File: src/shared/slpt_pkg.sv
package slpt_pkg;

  ////////////////////////////////////////////////////////////////////////////
  // Widths
  localparam int unsigned DATA_W = 16;               // Data word and address width
  localparam int unsigned PC_W   = 23;               // Program counter width
  localparam int unsigned PAGE_W = 9;                // Page register width
  localparam int unsigned EXT_W  = 24;               // Extended address width
  localparam int unsigned PC_HI_LSB = 16;            // First counter bit of the upper push word

  ////////////////////////////////////////////////////////////////////////////
  // Address constants
  localparam logic [15:0] SP_STEP       = 16'h0002;  // One stack word in bytes
  localparam logic [15:0] SP_RESET      = 16'h0800;  // Pointer after reset, lowest legal stack word
  localparam logic [15:0] UNDERFLOW_LIM = 16'h0800;  // Below this the special register area lies
  localparam logic [15:0] PAGED_BASE    = 16'h8000;  // At or above this the page registers apply
  localparam logic [8:0]  PAGE_NONE     = 9'h000;    // Page value that marks an invalid access
  localparam logic [7:0]  NEAR_UPPER    = 8'h00;     // Upper byte of a near extended address
  localparam logic [7:0]  CALL_UPPER    = 8'h00;     // Upper byte of a call push, zero-extended
  localparam int unsigned ALIGN_BIT     = 0;         // Bit forced to zero for word alignment
  localparam int unsigned OFFSET_MSB    = 14;        // Top offset bit kept inside a page

  ////////////////////////////////////////////////////////////////////////////
  // Enumerations
  typedef enum logic {
    OP_PUSH = 1'b0,                                  // Write, then increment
    OP_POP  = 1'b1                                   // Decrement, then read
  } slpt_op_t;

  typedef enum logic [1:0] {
    KIND_DATA = 2'b00,                               // Single data word
    KIND_CALL = 2'b01,                               // Counter push from a call
    KIND_EXC  = 2'b10                                // Counter push from exception entry
  } slpt_kind_t;

  typedef enum logic {
    ST_IDLE  = 1'b0,                                 // Ready for a request
    ST_PC_HI = 1'b1                                  // Second word of a counter push
  } slpt_state_t;

  ////////////////////////////////////////////////////////////////////////////
  // Carriers
  typedef struct packed {
    logic       valid;                               // Request strobe
    slpt_op_t   op;                                  // Push or pop
    slpt_kind_t kind;                                // What a push carries
    logic [15:0] data;                               // Data word for a data push
    logic [22:0] pc;                                 // Counter for a counter push
    logic [7:0] status_low;                          // Status low byte for exception push
  } slpt_stk_req_t;

  typedef struct packed {
    logic       valid;                               // Effective address strobe
    logic       is_write;                            // Destination when set, source otherwise
    logic       uses_sp;                             // Pointer is the stack pointer register
    logic [15:0] addr;                               // Effective address
    logic [8:0] read_page;                           // Read page register value
    logic [8:0] write_page;                          // Write page register value
  } slpt_ea_req_t;

  typedef struct packed {
    logic       valid;                               // Load strobe
    logic [15:0] value;                              // New value
  } slpt_load_t;

endpackage

File: src/rtl/slpt_limit_reg.sv
`timescale 1ns/10ps
module slpt_limit_reg #(
  parameter int unsigned WIDTH = 16                  // Limit register width
) (
  input  wire logic             i_clk,               // Core clock
  input  wire logic             i_we,                // Write strobe
  input  wire logic [WIDTH-1:0] i_wdata,             // Write data
  output logic      [WIDTH-1:0] o_limit              // Stored limit, word aligned
);

  ////////////////////////////////////////////////////////////////////////////
  // Storage with no reset: software must load it before relying on it
  always_ff @(posedge i_clk) begin
    if (i_we) begin
      o_limit <= {i_wdata[WIDTH-1:1], 1'b0};
    end
  end

endmodule // slpt_limit_reg

File: src/rtl/slpt_page_xlat.sv
`timescale 1ns/10ps
module slpt_page_xlat (
  input  wire logic [15:0] i_addr,                   // Indirect address
  input  wire logic        i_is_write,               // Selects the write page
  input  wire logic [8:0]  i_read_page,              // Read page register
  input  wire logic [8:0]  i_write_page,             // Write page register
  output logic             o_near,                   // Access stays in near space
  output logic             o_err,                    // Invalid page, address error
  output logic [23:0]      o_ext_addr                // Extended address
);

  logic [8:0] page;                                  // Page that applies to this access

  ////////////////////////////////////////////////////////////////////////////
  // Page selection and address forming
  always_comb begin
    page       = i_is_write ? i_write_page : i_read_page;
    o_near     = (i_addr < slpt_pkg::PAGED_BASE);
    o_err      = 1'b0;
    o_ext_addr = {slpt_pkg::NEAR_UPPER, i_addr};
    if (o_near) begin
      // Pages ignored below the paged window
      o_ext_addr = {slpt_pkg::NEAR_UPPER, i_addr};
    end else if (page == slpt_pkg::PAGE_NONE) begin
      o_err = 1'b1;
    end else begin
      o_ext_addr = {page, i_addr[slpt_pkg::OFFSET_MSB:0]};
    end
  end

endmodule // slpt_page_xlat

File: src/rtl/slpt_top.sv
// Function
// - Pointer addresses next free word, grows upward
// - Pop predecrements then reads; push writes then increments
// - Call counter push zero-extends upper byte
// - Exception push merges status low byte upward
// - Stack limit register has no reset value
// - Limit bit zero reads zero once the limit has been loaded
// - Stack pointer addresses compared against limit
// - Push at limit passes, next push traps
// - Pointer below 0800h raises underflow stack trap
// - Below 8000h page registers ignored, near access
// - Paged address with zero page: address trap
`timescale 1ns/10ps
module slpt_top (
  input  wire logic                   I_CLK,             // Core clock, 100 MHz
  input  wire logic                   I_ARST_N,          // Asynchronous reset, active low
  input  wire slpt_pkg::slpt_load_t   I_SP_LOAD,         // Working-register write of the pointer
  input  wire slpt_pkg::slpt_load_t   I_LIMIT_LOAD,      // Write of the stack limit register
  input  wire slpt_pkg::slpt_stk_req_t I_STK_REQ,        // Push or pop request
  input  wire slpt_pkg::slpt_ea_req_t I_EA_REQ,          // Indirect address to check
  output logic [15:0]                 O_SP,              // Stack pointer register
  output logic [15:0]                 O_LIMIT,           // Stack limit register
  output logic                        O_BUSY,            // Counter push in progress
  output logic                        O_MEM_WE,          // Stack memory write strobe
  output logic                        O_MEM_RE,          // Stack memory read strobe
  output logic [15:0]                 O_MEM_ADDR,        // Stack memory address
  output logic [15:0]                 O_MEM_WDATA,       // Stack memory write data
  output logic                        O_STACK_ERR,       // Stack error trap pulse
  output logic                        O_STACK_UNDERFLOW, // Underflow cause, with the trap pulse
  output logic                        O_EA_VALID,        // Extended address result strobe
  output logic                        O_EA_NEAR,         // Result lies in near space
  output logic [23:0]                 O_EA_ADDR,         // Extended address result
  output logic                        O_ADDR_ERR         // Address error trap pulse
);

  ////////////////////////////////////////////////////////////////////////////
  // Declarations
  slpt_pkg::slpt_state_t state_reg;                  // Sequencer state
  slpt_pkg::slpt_state_t state_next;                 // Next sequencer state
  logic [15:0]           sp_reg;                     // Stack pointer register
  logic [15:0]           sp_next;                    // Next stack pointer
  logic [15:0]           hi_word_reg;                // Upper counter word waiting
  logic [15:0]           hi_word_next;               // Next upper counter word
  logic [15:0]           limit;                      // Limit, from the storage module
  logic [15:0]           pop_ea;                     // Address a pop would read
  logic [15:0]           push_word;                  // Word written by the first push cycle
  logic                  mem_we_next;                // Next write strobe
  logic                  mem_re_next;                // Next read strobe
  logic [15:0]           mem_addr_next;              // Next memory address
  logic [15:0]           mem_wdata_next;             // Next write data
  logic                  stk_err_next;               // Next stack error pulse
  logic                  stk_unf_next;               // Next underflow cause
  logic                  ea_over;                    // Checked address above the limit
  logic                  ea_under;                   // Checked address below the floor
  logic                  xl_near;                    // Translator near flag
  logic                  xl_err;                     // Translator error flag
  logic [23:0]           xl_addr;                    // Translator address
  logic [15:0]           call_hi;                    // Upper word of a call push
  logic [15:0]           exc_hi;                     // Upper word of an exception push

  ////////////////////////////////////////////////////////////////////////////
  // Limit storage, left unreset on purpose
  slpt_limit_reg #(
    .WIDTH   (slpt_pkg::DATA_W)
  ) u_limit (
    .i_clk   (I_CLK),
    .i_we    (I_LIMIT_LOAD.valid),
    .i_wdata (I_LIMIT_LOAD.value),
    .o_limit (limit)
  );

  // Limit readback straight from the storage flop
  assign O_LIMIT = limit;

  ////////////////////////////////////////////////////////////////////////////
  // Page check of indirect addresses
  slpt_page_xlat u_xlat (
    .i_addr       (I_EA_REQ.addr),
    .i_is_write   (I_EA_REQ.is_write),
    .i_read_page  (I_EA_REQ.read_page),
    .i_write_page (I_EA_REQ.write_page),
    .o_near       (xl_near),
    .o_err        (xl_err),
    .o_ext_addr   (xl_addr)
  );

  ////////////////////////////////////////////////////////////////////////////
  // Counter push words
  always_comb begin
    // Call pushes keep the upper byte clear
    call_hi = {slpt_pkg::CALL_UPPER, 1'b0,
               I_STK_REQ.pc[slpt_pkg::PC_W-1:slpt_pkg::PC_HI_LSB]};
    // Exception entry folds the status low byte into the upper byte
    exc_hi  = {I_STK_REQ.status_low, 1'b0,
               I_STK_REQ.pc[slpt_pkg::PC_W-1:slpt_pkg::PC_HI_LSB]};
    // Low counter word goes first, data word otherwise
    if (I_STK_REQ.kind == slpt_pkg::KIND_DATA) begin
      push_word = I_STK_REQ.data;
    end else begin
      push_word = I_STK_REQ.pc[slpt_pkg::PC_HI_LSB-1:0];
    end
  end

  ////////////////////////////////////////////////////////////////////////////
  // Checks of addresses that a foreign instruction forms from the pointer
  always_comb begin
    // Above the limit means past the last allowed word
    ea_over  = I_EA_REQ.valid && I_EA_REQ.uses_sp && (I_EA_REQ.addr > limit);
    // Floor protects the special register area
    ea_under = I_EA_REQ.valid && I_EA_REQ.uses_sp &&
               (I_EA_REQ.addr < slpt_pkg::UNDERFLOW_LIM);
  end

  ////////////////////////////////////////////////////////////////////////////
  // Stack sequencer, next-state logic
  always_comb begin
    state_next     = state_reg;
    sp_next        = sp_reg;
    hi_word_next   = hi_word_reg;
    mem_we_next    = 1'b0;
    mem_re_next    = 1'b0;
    mem_addr_next  = O_MEM_ADDR;
    mem_wdata_next = O_MEM_WDATA;
    stk_err_next   = ea_over || ea_under;
    stk_unf_next   = ea_under;
    pop_ea         = sp_reg - slpt_pkg::SP_STEP;
    case (state_reg)
      slpt_pkg::ST_IDLE: begin
        if (I_SP_LOAD.valid) begin
          // Working-register write wins; a stack request this cycle is dropped
          sp_next = {I_SP_LOAD.value[15:1], 1'b0};
        end else if (I_STK_REQ.valid && I_STK_REQ.op == slpt_pkg::OP_PUSH) begin
          if (sp_reg < slpt_pkg::UNDERFLOW_LIM) begin
            // Pointer sits in the protected area: no write
            stk_err_next = 1'b1;
            stk_unf_next = 1'b1;
          end else if (sp_reg > limit) begin
            // Equal to the limit still passes; one step beyond traps
            stk_err_next = 1'b1;
          end else begin
            // Write at the free word, then step up
            mem_we_next    = 1'b1;
            mem_addr_next  = sp_reg;
            mem_wdata_next = push_word;
            sp_next        = sp_reg + slpt_pkg::SP_STEP;
            if (I_STK_REQ.kind == slpt_pkg::KIND_EXC) begin
              hi_word_next = exc_hi;
              state_next   = slpt_pkg::ST_PC_HI;
            end else if (I_STK_REQ.kind == slpt_pkg::KIND_CALL) begin
              hi_word_next = call_hi;
              state_next   = slpt_pkg::ST_PC_HI;
            end
          end
        end else if (I_STK_REQ.valid) begin
          if (pop_ea < slpt_pkg::UNDERFLOW_LIM) begin
            // Pop would read below the floor
            stk_err_next = 1'b1;
            stk_unf_next = 1'b1;
          end else begin
            // Step down first, then read the word just left
            sp_next       = pop_ea;
            mem_re_next   = 1'b1;
            mem_addr_next = pop_ea;
          end
        end
      end
      slpt_pkg::ST_PC_HI: begin
        // Second word is checked against the limit only, with no underflow check
        state_next = slpt_pkg::ST_IDLE;
        if (sp_reg > limit) begin
          stk_err_next = 1'b1;
        end else begin
          mem_we_next    = 1'b1;
          mem_addr_next  = sp_reg;
          mem_wdata_next = hi_word_reg;
          sp_next        = sp_reg + slpt_pkg::SP_STEP;
        end
      end
      default: begin
        state_next = slpt_pkg::ST_IDLE;
      end
    endcase
  end

  ////////////////////////////////////////////////////////////////////////////
  // Sequencer state and pointer
  always_ff @(posedge I_CLK or negedge I_ARST_N) begin
    if (!I_ARST_N) begin
      state_reg   <= slpt_pkg::ST_IDLE;
      sp_reg      <= slpt_pkg::SP_RESET;
      hi_word_reg <= 16'h0000;
    end else begin
      state_reg   <= state_next;
      sp_reg      <= sp_next;
      hi_word_reg <= hi_word_next;
    end
  end

  ////////////////////////////////////////////////////////////////////////////
  // Stack memory port, registered
  always_ff @(posedge I_CLK or negedge I_ARST_N) begin
    if (!I_ARST_N) begin
      O_MEM_WE    <= 1'b0;
      O_MEM_RE    <= 1'b0;
      O_MEM_ADDR  <= 16'h0000;
      O_MEM_WDATA <= 16'h0000;
    end else begin
      O_MEM_WE    <= mem_we_next;
      O_MEM_RE    <= mem_re_next;
      O_MEM_ADDR  <= mem_addr_next;
      O_MEM_WDATA <= mem_wdata_next;
    end
  end

  ////////////////////////////////////////////////////////////////////////////
  // Visible pointer and busy flag
  always_ff @(posedge I_CLK or negedge I_ARST_N) begin
    if (!I_ARST_N) begin
      O_SP   <= slpt_pkg::SP_RESET;
      O_BUSY <= 1'b0;
    end else begin
      O_SP   <= sp_next;
      // Busy tracks the state about to be entered, so no request is lost
      O_BUSY <= (state_next != slpt_pkg::ST_IDLE);
    end
  end

  ////////////////////////////////////////////////////////////////////////////
  // Stack trap pulses
  always_ff @(posedge I_CLK or negedge I_ARST_N) begin
    if (!I_ARST_N) begin
      O_STACK_ERR       <= 1'b0;
      O_STACK_UNDERFLOW <= 1'b0;
    end else begin
      // A push or pointer check in the same cycle as a limit write is compared with the old limit
      O_STACK_ERR       <= stk_err_next;
      O_STACK_UNDERFLOW <= stk_unf_next;
    end
  end

  ////////////////////////////////////////////////////////////////////////////
  // Extended address result and address trap
  always_ff @(posedge I_CLK or negedge I_ARST_N) begin
    if (!I_ARST_N) begin
      O_EA_VALID <= 1'b0;
      O_EA_NEAR  <= 1'b0;
      O_EA_ADDR  <= 24'h000000;
      O_ADDR_ERR <= 1'b0;
    end else begin
      // Valid only for an address that will really be used
      O_EA_VALID <= I_EA_REQ.valid && !xl_err;
      O_ADDR_ERR <= I_EA_REQ.valid && xl_err;
      if (I_EA_REQ.valid) begin
        O_EA_NEAR <= xl_near;
        O_EA_ADDR <= xl_addr;
      end
    end
  end

endmodule // slpt_top

File: config.mk
export PLATFORM = sky130hd
export DESIGN_NAME = slpt_top
export DESIGN_NICKNAME = d
export VERILOG_FILES = /design/src/shared/slpt_pkg.sv /design/src/rtl/slpt_limit_reg.sv /design/src/rtl/slpt_page_xlat.sv /design/src/rtl/slpt_top.sv
export SDC_FILE = /design/constraint.sdc
export NUM_CORES = 1
export LEC_CHECK = 0
export ABC_AREA = 1
export BUFFER_PORTS_ARGS = -buffer_cell sky130_fd_sc_hd__buf_2
export CORE_ASPECT_RATIO = 0.75
export CORE_MARGIN = 3
export CORE_UTILIZATION = 56
export DETAILED_ROUTE_END_ITERATION = 8
export PLACE_DENSITY_LB_ADDON = 0.25
export SKIP_LAST_GASP = 1
export SYNTH_ARGS = -nofsm -noshare
export SYNTH_HDL_FRONTEND = slang
export SYNTH_SLANG_ARGS = --single-unit
File: constraint.sdc
create_clock -name I_CLK -period 4.3 [get_ports I_CLK]
set_input_delay 0.43 -clock I_CLK [delete_from_list [all_inputs] [get_ports I_CLK]]
set_output_delay 0.43 -clock I_CLK [all_outputs]
set_load 0.05 [all_outputs]
==> run_results.csv, run 1 <==
group,metric,value,unit
pwr,netSwitchingFraction,49.6,%
global_routing,overflow,0,
floorplan,initial_utilization,59.5,%
sta,final_number_of_hold_violating_endpoints,0,
route,drt.antenna.violating_nets,0,
floorplan,boundaryPins,220,
pwr,clockPowerShare,18.9,%
worst_setup_path,critical_path.n_buffers_inverters,1,
worst_setup_path,worstRegToRegCells,10,
pwr,power_leakage,0.00443,uW
floorplan,core.rowCount,33,
placed_design,dp_worst_setup_slack,1.54,ns
sta,final_setup_violations,0,
yosys,synth.cell_area,6730,sq um
worst_setup_path,cp.depth,10,
worst_setup_path,critPathSlowestCell,"dfstp_2",
route,drt_pre_antenna_iters,5,
floorplan,core,11300,sq um
sta,timing_worst_slew_pin_value,0.810,ns
clocking,cts-htree-levels,3,
worst_setup_path,end_kind,"flip-flop",
worst_setup_path,timing.critical_path.slowest_cell_delay,0.69,ns
floorplan,die_extent_in_y,101,um
cells_and_area,antennaDiodeCount,0,
yosys,synthArstFlopShare,86.2,%
worst_setup_path,critical_path_class,"reg2reg",
global_routing,grt_antenna_before_repair,1,
worst_setup_path,critical_path.reg2reg.startpoint,"O_SP[11]",
yosys,synth.ff_latch_count,109,
pwr,p_switching,2240,uW
clocking,cts_repair_resize_count,0,
pwr,comb_power_share,46.8,%
cells_and_area,post_route_cell_area,8150,sq um
yosys,count_of_flip_flops_with_a_built_in_enable_after_synthesis,15,
clocking,cts_hold_buf,0,
worst_hold_path,holdCritPathClass,"in2async",
global_routing,grt_pass1_vias,6058,
yosys,syn_avg_cell_area,7.50,sq um
sta,post-route-period-util,65.7,%
yosys,netlist_instances,897,
sta,fin_skew,0.0141,ns
yosys,synth-main-ff-cell,"dfrtp_1",
yosys,synth_cell_type_count,47,
sta,rsz0062_at_grt,"false",
route,dr_wl_met2,8.44,mm
route,vias_per_cell,5.21,
cells_and_area,area_growth_syn_to_layout,21.1,%
route,route.top_layer_used,"met5",
route,routed_wirelength,18.7,mm
sta,setup_tns,0,ns
sta,timing_max_transition_violations_final,0,
worst_setup_path,crit_chain,"ha_1, a21oi_1, nand2_1, a21oi_1, nand2_2, nand2_1, inv_1, nor2_4, o21ai_0, o21a_1",
worst_setup_path,setup.worst_path.end,"O_MEM_WDATA[7]",
run_status,result_of_the_run,"finished clean",
flow_run,drv.max_cap_violation_count,0,
clocking,worstSkewPairLatency,0.36,ns
yosys,ys_seq_area_share,41.7,%
route,wire_length_per_cell,14.9,um
pwr,cell_internal_power,2280,uW
sta,clock.fmax,0.354,GHz
sta,timing.max_slew.rel_slack,46.0,%
global_routing,track_usage,28.0,%
floorplan,floorplan.die_area,13400,sq um
worst_setup_path,crit_path_start,"O_SP[11]",
global_routing,grt_start_max_net_pins,65,
worst_setup_path,reg2reg_to,"O_MEM_WDATA[7]",
clocking,cts.repair_timing.setup_buffer_count,0,
route,drt_iter0_markers,623,
yosys,yosys_warnings,0,
clocking,clock_transition_time_at_the_flip_flop_clock_pins_of_the_worst_setup_and_hold_paths,0.08,ns
worst_setup_path,worstSetupStartpointType,"flip-flop",
pwr,power.share.sequential,34.3,%
route,met3_length,1.86,mm
worst_setup_path,path_delay_family,"simple AND/OR/NAND/NOR gates",
placed_design,port_buffers,215,
cells_and_area,max_flop_register,"O_EA_ADDR",
worst_setup_path,r2r_setup_slack,1.48,ns
sta,setup_ws,1.48,ns
global_routing,grt_first_pass_wirelength,30.2,mm
floorplan,chipWidth,133,um
cells_and_area,number_of_flip_flops_in_the_largest_register,24,
sta,final_period_minus_worst_setup_slack,2.82,ns
pwr,power_density,555,nW/um^2
clocking,clock_sink_count,109,
clocking,tritoncts,"yes",
route,remaining_drc_errors,0,
cells_and_area,drive_gt1_share,24.8,%
clocking,clock_tree.buffer_depth,2,
clocking,cts_root_buf,"clkbuf_16",
route,via_count,6545,
clocking,numCtsBuffers,9,
route,met1Wirelength,8.03,mm
worst_setup_path,worst-endpoint-arrival,3.08,ns
placed_design,dpl-instance-area,7840,sq um
worst_setup_path,cp_max_fo,34,
worst_setup_path,worst_ep_required_time,4.55,ns
cells_and_area,registers_with_the_highest_flip_flop_counts,"O_EA_ADDR (24), O_MEM_ADDR (16), O_MEM_WDATA (16)",
placed_design,dp_hpwl,14.3,mm
cells_and_area,nFillCells,991,
placed_design,gp_routability_congestion,0.939,
cells_and_area,finish.net_count,1252,
pwr,peakVddDrop,0.327,mV
how the worst min path moves through the flow:
stage                  start             to  slack, ns  cells after the start
2_1_floorplan       I_ARST_N     O_ADDR_ERR       0.13                      0
3_3_place_gp   O_MEM_ADDR[0]  O_MEM_ADDR[0]       0.44                      2
3_5_place_dp   O_MEM_ADDR[0]  O_MEM_ADDR[0]       0.45                      2
4_1_cts             I_ARST_N   O_EA_ADDR[7]       0.20                      1
5_1_grt             I_ARST_N   O_EA_ADDR[5]       0.23                      1
6_report            I_ARST_N   O_EA_ADDR[7]       0.16                      1
worst reg2reg max path: stages, from the launching register on:
cell and delay [ns]:
dfstp_2 0.69, ha_1 0.30, a21oi_1 0.16, nand2_1 0.08, a21oi_1 0.18, nand2_2 0.14
nand2_1 0.10, inv_1 0.11, nor2_4 0.57, o21ai_0 0.24, o21a_1 0.16
metal layers:
metal	track usage, %	vias up
met2	45.0	342
met3	5.64	31
met1	39.1	2891
met4	7.59	2
met5	0	-
li1	-	3279
cells in the mapped netlist, types with 2 or more instances:
master	instances	area, sq um
buf_4	4	30.0
nor3_1	10	50.1
or2_2	2	12.5
edfxtp_1	15	450
nand2_1	315	1180
nand2_2	7	43.8
nand3_2	3	30.0
clkinv_1	4	15.0
o22ai_1	5	31.3
and2_1	2	12.5
o21ai_0	51	255
nand4_4	2	42.5
nand4_1	8	50.1
nand3_1	65	325
mux2i_1	2	20.0
buf_2	10	50.1
xor2_1	14	123
buf_6	6	67.6
inv_2	6	22.5
nand3_4	2	35.0
nor2_1	65	244
o21ai_1	8	40.0
nor2_4	6	67.6
ha_1	34	425
inv_1	76	285
nor2_2	4	25.0
a22oi_1	4	30.0
dfrtp_1	93	2330
clkbuf_1	13	48.8
a21oi_1	41	205
a22o_1	4	35.0
cells by family (layout without fill, tap and decap cells):
family	Yosys count	in the layout	share of synthesized area (%)
muxes	2	2	0.298
DFF	109	109	41.7
buffers and inverters	122	323	7.98
xor gates and xnor gates	15	15	1.95
other	1	2	0.0558
AOI/OAI and AO/OA	120	120	9.78
and+or+nand+nor	494	494	31.9
adders and majority gates	34	34	6.32
placed cells by master, fill, tap and decap left out, drive strengths merged:
cell type,count
nand3,70
o211ai,1
o21a,1
or2,2
xnor2,1
and2,2
o21ai,60
a21oi,42
edfxtp,15
dfstp,1
nand2,322
nand4,11
xor2,14
nor2,75
clkinvlp,1
buf,220
o22ai,5
mux2i,2
ha,34
dfrtp,93
conb,2
nor3,10
a31oi,1
o31ai,1
nor4,1
a22oi,4
nand3b,1
clkbuf,9
inv,87
a22o,4
a21o,1
clkinv,6
area by class of cell:
cell class / instances / area (sq um) / share of cell area (%)
clock buffers: 9 / 225 / 2.76
inverters: 87 / 332 / 4.07
clock inverters: 7 / 82.6 / 1.01
well taps: 157 / 196 / 2.41
repair buffers: 220 / 1120 / 13.7
flip-flops and latches: 109 / 2800 / 34.4
multi-input cells: 667 / 3390 / 41.6
metrics by stage:
stage	utilization, %	total power [uW]	cells	hold slack [ns]
after floorplan	-	3130	898	0.134
after CTS	72.0	4530	1256	0.197
after global routing	72.0	4800	1256	0.228
final	72.0	4520	1256	0.158
after detailed placement	69.3	3670	1240	0.452
after global placement	69.3	3630	1240	0.444
power groups by stage:
| stage | combinational (uW) | sequential (uW) | clock, uW |
|---|---|---|---|
| 3_5_place_dp | 2110 | 1560 | 0 |
| 6_report | 2120 | 1550 | 854 |
| 3_3_place_gp | 2070 | 1560 | 0 |
| 4_1_cts | 2110 | 1550 | 865 |
| 2_1_floorplan | 891 | 2240 | 0 |
| 5_1_grt | 2300 | 1590 | 911 |
Power figures use the tool's default switching activity.
==> run 2: changes to the inputs <==
--- a/config.mk
+++ b/config.mk
@@ -9,7 +9,7 @@
 export BUFFER_PORTS_ARGS = -buffer_cell sky130_fd_sc_hd__buf_2
 export CORE_ASPECT_RATIO = 0.75
 export CORE_MARGIN = 3
-export CORE_UTILIZATION = 56
+export CORE_UTILIZATION = 47
 export DETAILED_ROUTE_END_ITERATION = 8
 export PLACE_DENSITY_LB_ADDON = 0.25
 export SKIP_LAST_GASP = 1
==> constraint.sdc (replaced) <==
create_clock -name I_CLK -period 2.4 [get_ports I_CLK]
set_input_delay 0.24 -clock I_CLK [delete_from_list [all_inputs] [get_ports I_CLK]]
set_output_delay 0.24 -clock I_CLK [all_outputs]
set_load 0.05 [all_outputs]
==> run_results.csv, run 2 (same netlist as run 1, synthesis figures left out) <==
group,metric,value,unit
worst_setup_path,cp.depth,11,
clocking,tritoncts,"yes",
route,drt.antenna.violating_nets,0,
clocking,cts-htree-levels,3,
route,routed_wirelength,20.5,mm
clocking,worstSkewPairLatency,0.35,ns
worst_setup_path,critical_path_class,"reg2reg",
global_routing,grt_pass1_vias,6379,
placed_design,dpl-instance-area,8180,sq um
cells_and_area,nFillCells,1279,
sta,fin_skew,0.00785,ns
worst_setup_path,worstSetupStartpointType,"flip-flop",
run_status,result_of_the_run,"finished clean",
global_routing,overflow,0,
route,wire_length_per_cell,15.6,um
placed_design,dp_hpwl,16.3,mm
worst_setup_path,path_delay_family,"compound AO/OA/AOI/OAI gates",
worst_setup_path,critPathSlowestCell,"dfstp_2",
sta,final_number_of_hold_violating_endpoints,0,
pwr,power_leakage,0.00466,uW
worst_setup_path,crit_chain,"ha_1, a21oi_1, nand2_1, a21oi_2, nand2_2, nand2_4, clkinvlp_4, nor2_4, buf_12, o21ai_0, o21a_1",
worst_setup_path,end_kind,"flip-flop",
clocking,clock_sink_count,109,
route,drt_pre_antenna_iters,5,
sta,final_period_minus_worst_setup_slack,2.28,ns
route,via_count,6803,
sta,clock.fmax,0.439,GHz
placed_design,port_buffers,215,
global_routing,track_usage,25.9,%
worst_setup_path,cp_max_fo,22,
sta,timing_max_transition_violations_final,0,
worst_setup_path,worst-endpoint-arrival,2.52,ns
floorplan,boundaryPins,220,
worst_setup_path,worstRegToRegCells,11,
route,vias_per_cell,5.17,
cells_and_area,finish.net_count,1294,
global_routing,grt_start_max_net_pins,43,
worst_hold_path,holdCritPathClass,"in2reg",
floorplan,core.rowCount,37,
cells_and_area,registers_with_the_highest_flip_flop_counts,"O_EA_ADDR (24), O_MEM_ADDR (16), O_MEM_WDATA (16)",
floorplan,die_extent_in_y,110,um
route,remaining_drc_errors,0,
pwr,fin_total_pwr,8410,uW
clocking,numCtsBuffers,9,
pwr,power_density,979,nW/um^2
floorplan,core,13800,sq um
worst_setup_path,worst_ep_required_time,2.64,ns
floorplan,chipWidth,144,um
placed_design,gp_routability_congestion,0.935,
cells_and_area,drive_gt1_share,28.2,%
clocking,clock_tree.buffer_depth,2,
sta,timing.max_slew.rel_slack,39.2,%
cells_and_area,layout.cells.most_common_list,"312 x nand2_1, 214 x buf_2, 93 x dfrtp_1",
cells_and_area,fin_cells,1316,
placed_design,dp_worst_setup_slack,0.0229,ns
cells_and_area,area_growth_syn_to_layout,27.8,%
worst_setup_path,timing.critical_path.slowest_cell_delay,0.53,ns
placed_design,post-place-cells,1297,
global_routing,grt_first_pass_wirelength,32.2,mm
clocking,clock_transition_time_at_the_flip_flop_clock_pins_of_the_worst_setup_and_hold_paths,0.08,ns
cells_and_area,post_route_cell_area,8590,sq um
worst_hold_path,worstHoldPathCells,1,
clocking,cts_root_buf,"clkbuf_16",
sta,timing_worst_slew_pin_value,0.902,ns
sta,setup_ws,0.121,ns
worst_setup_path,critical_path.n_buffers_inverters,2,
cells_and_area,antennaDiodeCount,0,
cells_and_area,max_flop_register,"O_EA_ADDR",
cells_and_area,number_of_flip_flops_in_the_largest_register,24,
sta,setup_tns,0,ns
route,drt_iter0_markers,497,
sta,post-route-period-util,94.9,%
cells_and_area,mostFrequentLayoutCell,"nand2_1",
pwr,peakVddDrop,0.620,mV
sta,final_setup_violations,0,
global_routing,grt_antenna_before_repair,1,
flow_run,drv.max_cap_violation_count,0,
floorplan,initial_utilization,48.6,%
floorplan,floorplan.die_area,15800,sq um
## run 2: metal layers
metal / wire (um) / global-route usage (%) / vias up
li1: - / - / 3378
met1: 9140 / 37.0 / 3085
met2: 9100 / 40.2 / 311
met3: 2000 / 6.13 / 27
met4: 296 / 6.26 / 2
met5: 13 / 0 / -
## run 2: through the flow
stage / hold slack [ns] / util (%)
2_1_floorplan: -0.0556 / -
3_3_place_gp: 0.185 / 59.1
3_5_place_dp: 0.185 / 59.1
4_1_cts: 0.0479 / 61.4
5_1_grt: 0.0456 / 62.1
6_report: 0.0614 / 62.1
## run 2: worst paths after layout
check	slack, ns	endpoint	startpoint
worst max-delay path	0.12	O_MEM_WDATA[7]	O_SP[11]
worst min-delay path	0.06	u_limit.o_limit[1]	I_LIMIT_LOAD[1]
worst max register to register	0.12	O_MEM_WDATA[7]	O_SP[11]
worst min register to register	0.47	O_MEM_ADDR[0]	O_MEM_ADDR[0]
max in group asynchronous	1.29	O_SP[11]	I_ARST_N
min in group asynchronous	0.34	O_EA_ADDR[10]	I_ARST_N
## run 2: final cells by class
cell class | count | area, sq um | share of cell area, %
clock inverters | 4 | 37.5 | 0.437
flip-flops and latches | 109 | 2800 | 32.6
inverters | 87 | 340 | 3.96
multi-input cells | 668 | 3460 | 40.3
repair buffers | 261 | 1460 | 17.0
clock buffers | 12 | 268 | 3.12
well taps | 175 | 219 | 2.55
## run 2: timing repair
| item | in CTS | in global routing |
|---|---|---|
| hold endpoints to repair | 24 | 0 |
| pin swaps | 0 | 4 |
| gates cloned | 0 | 1 |
| endpoints found under the setup margin | 1 | 40 |
| hold buffers | 1 | 0 |
| setup buffers | 0 | 1 |
| gates resized for setup | 1 | 21 |
## run 2: report_power, final
group	internal, uW	switching [uW]	total, uW
Clock	812	724	1540
Combinational	1200	3050	4250
Sequential	2340	287	2630
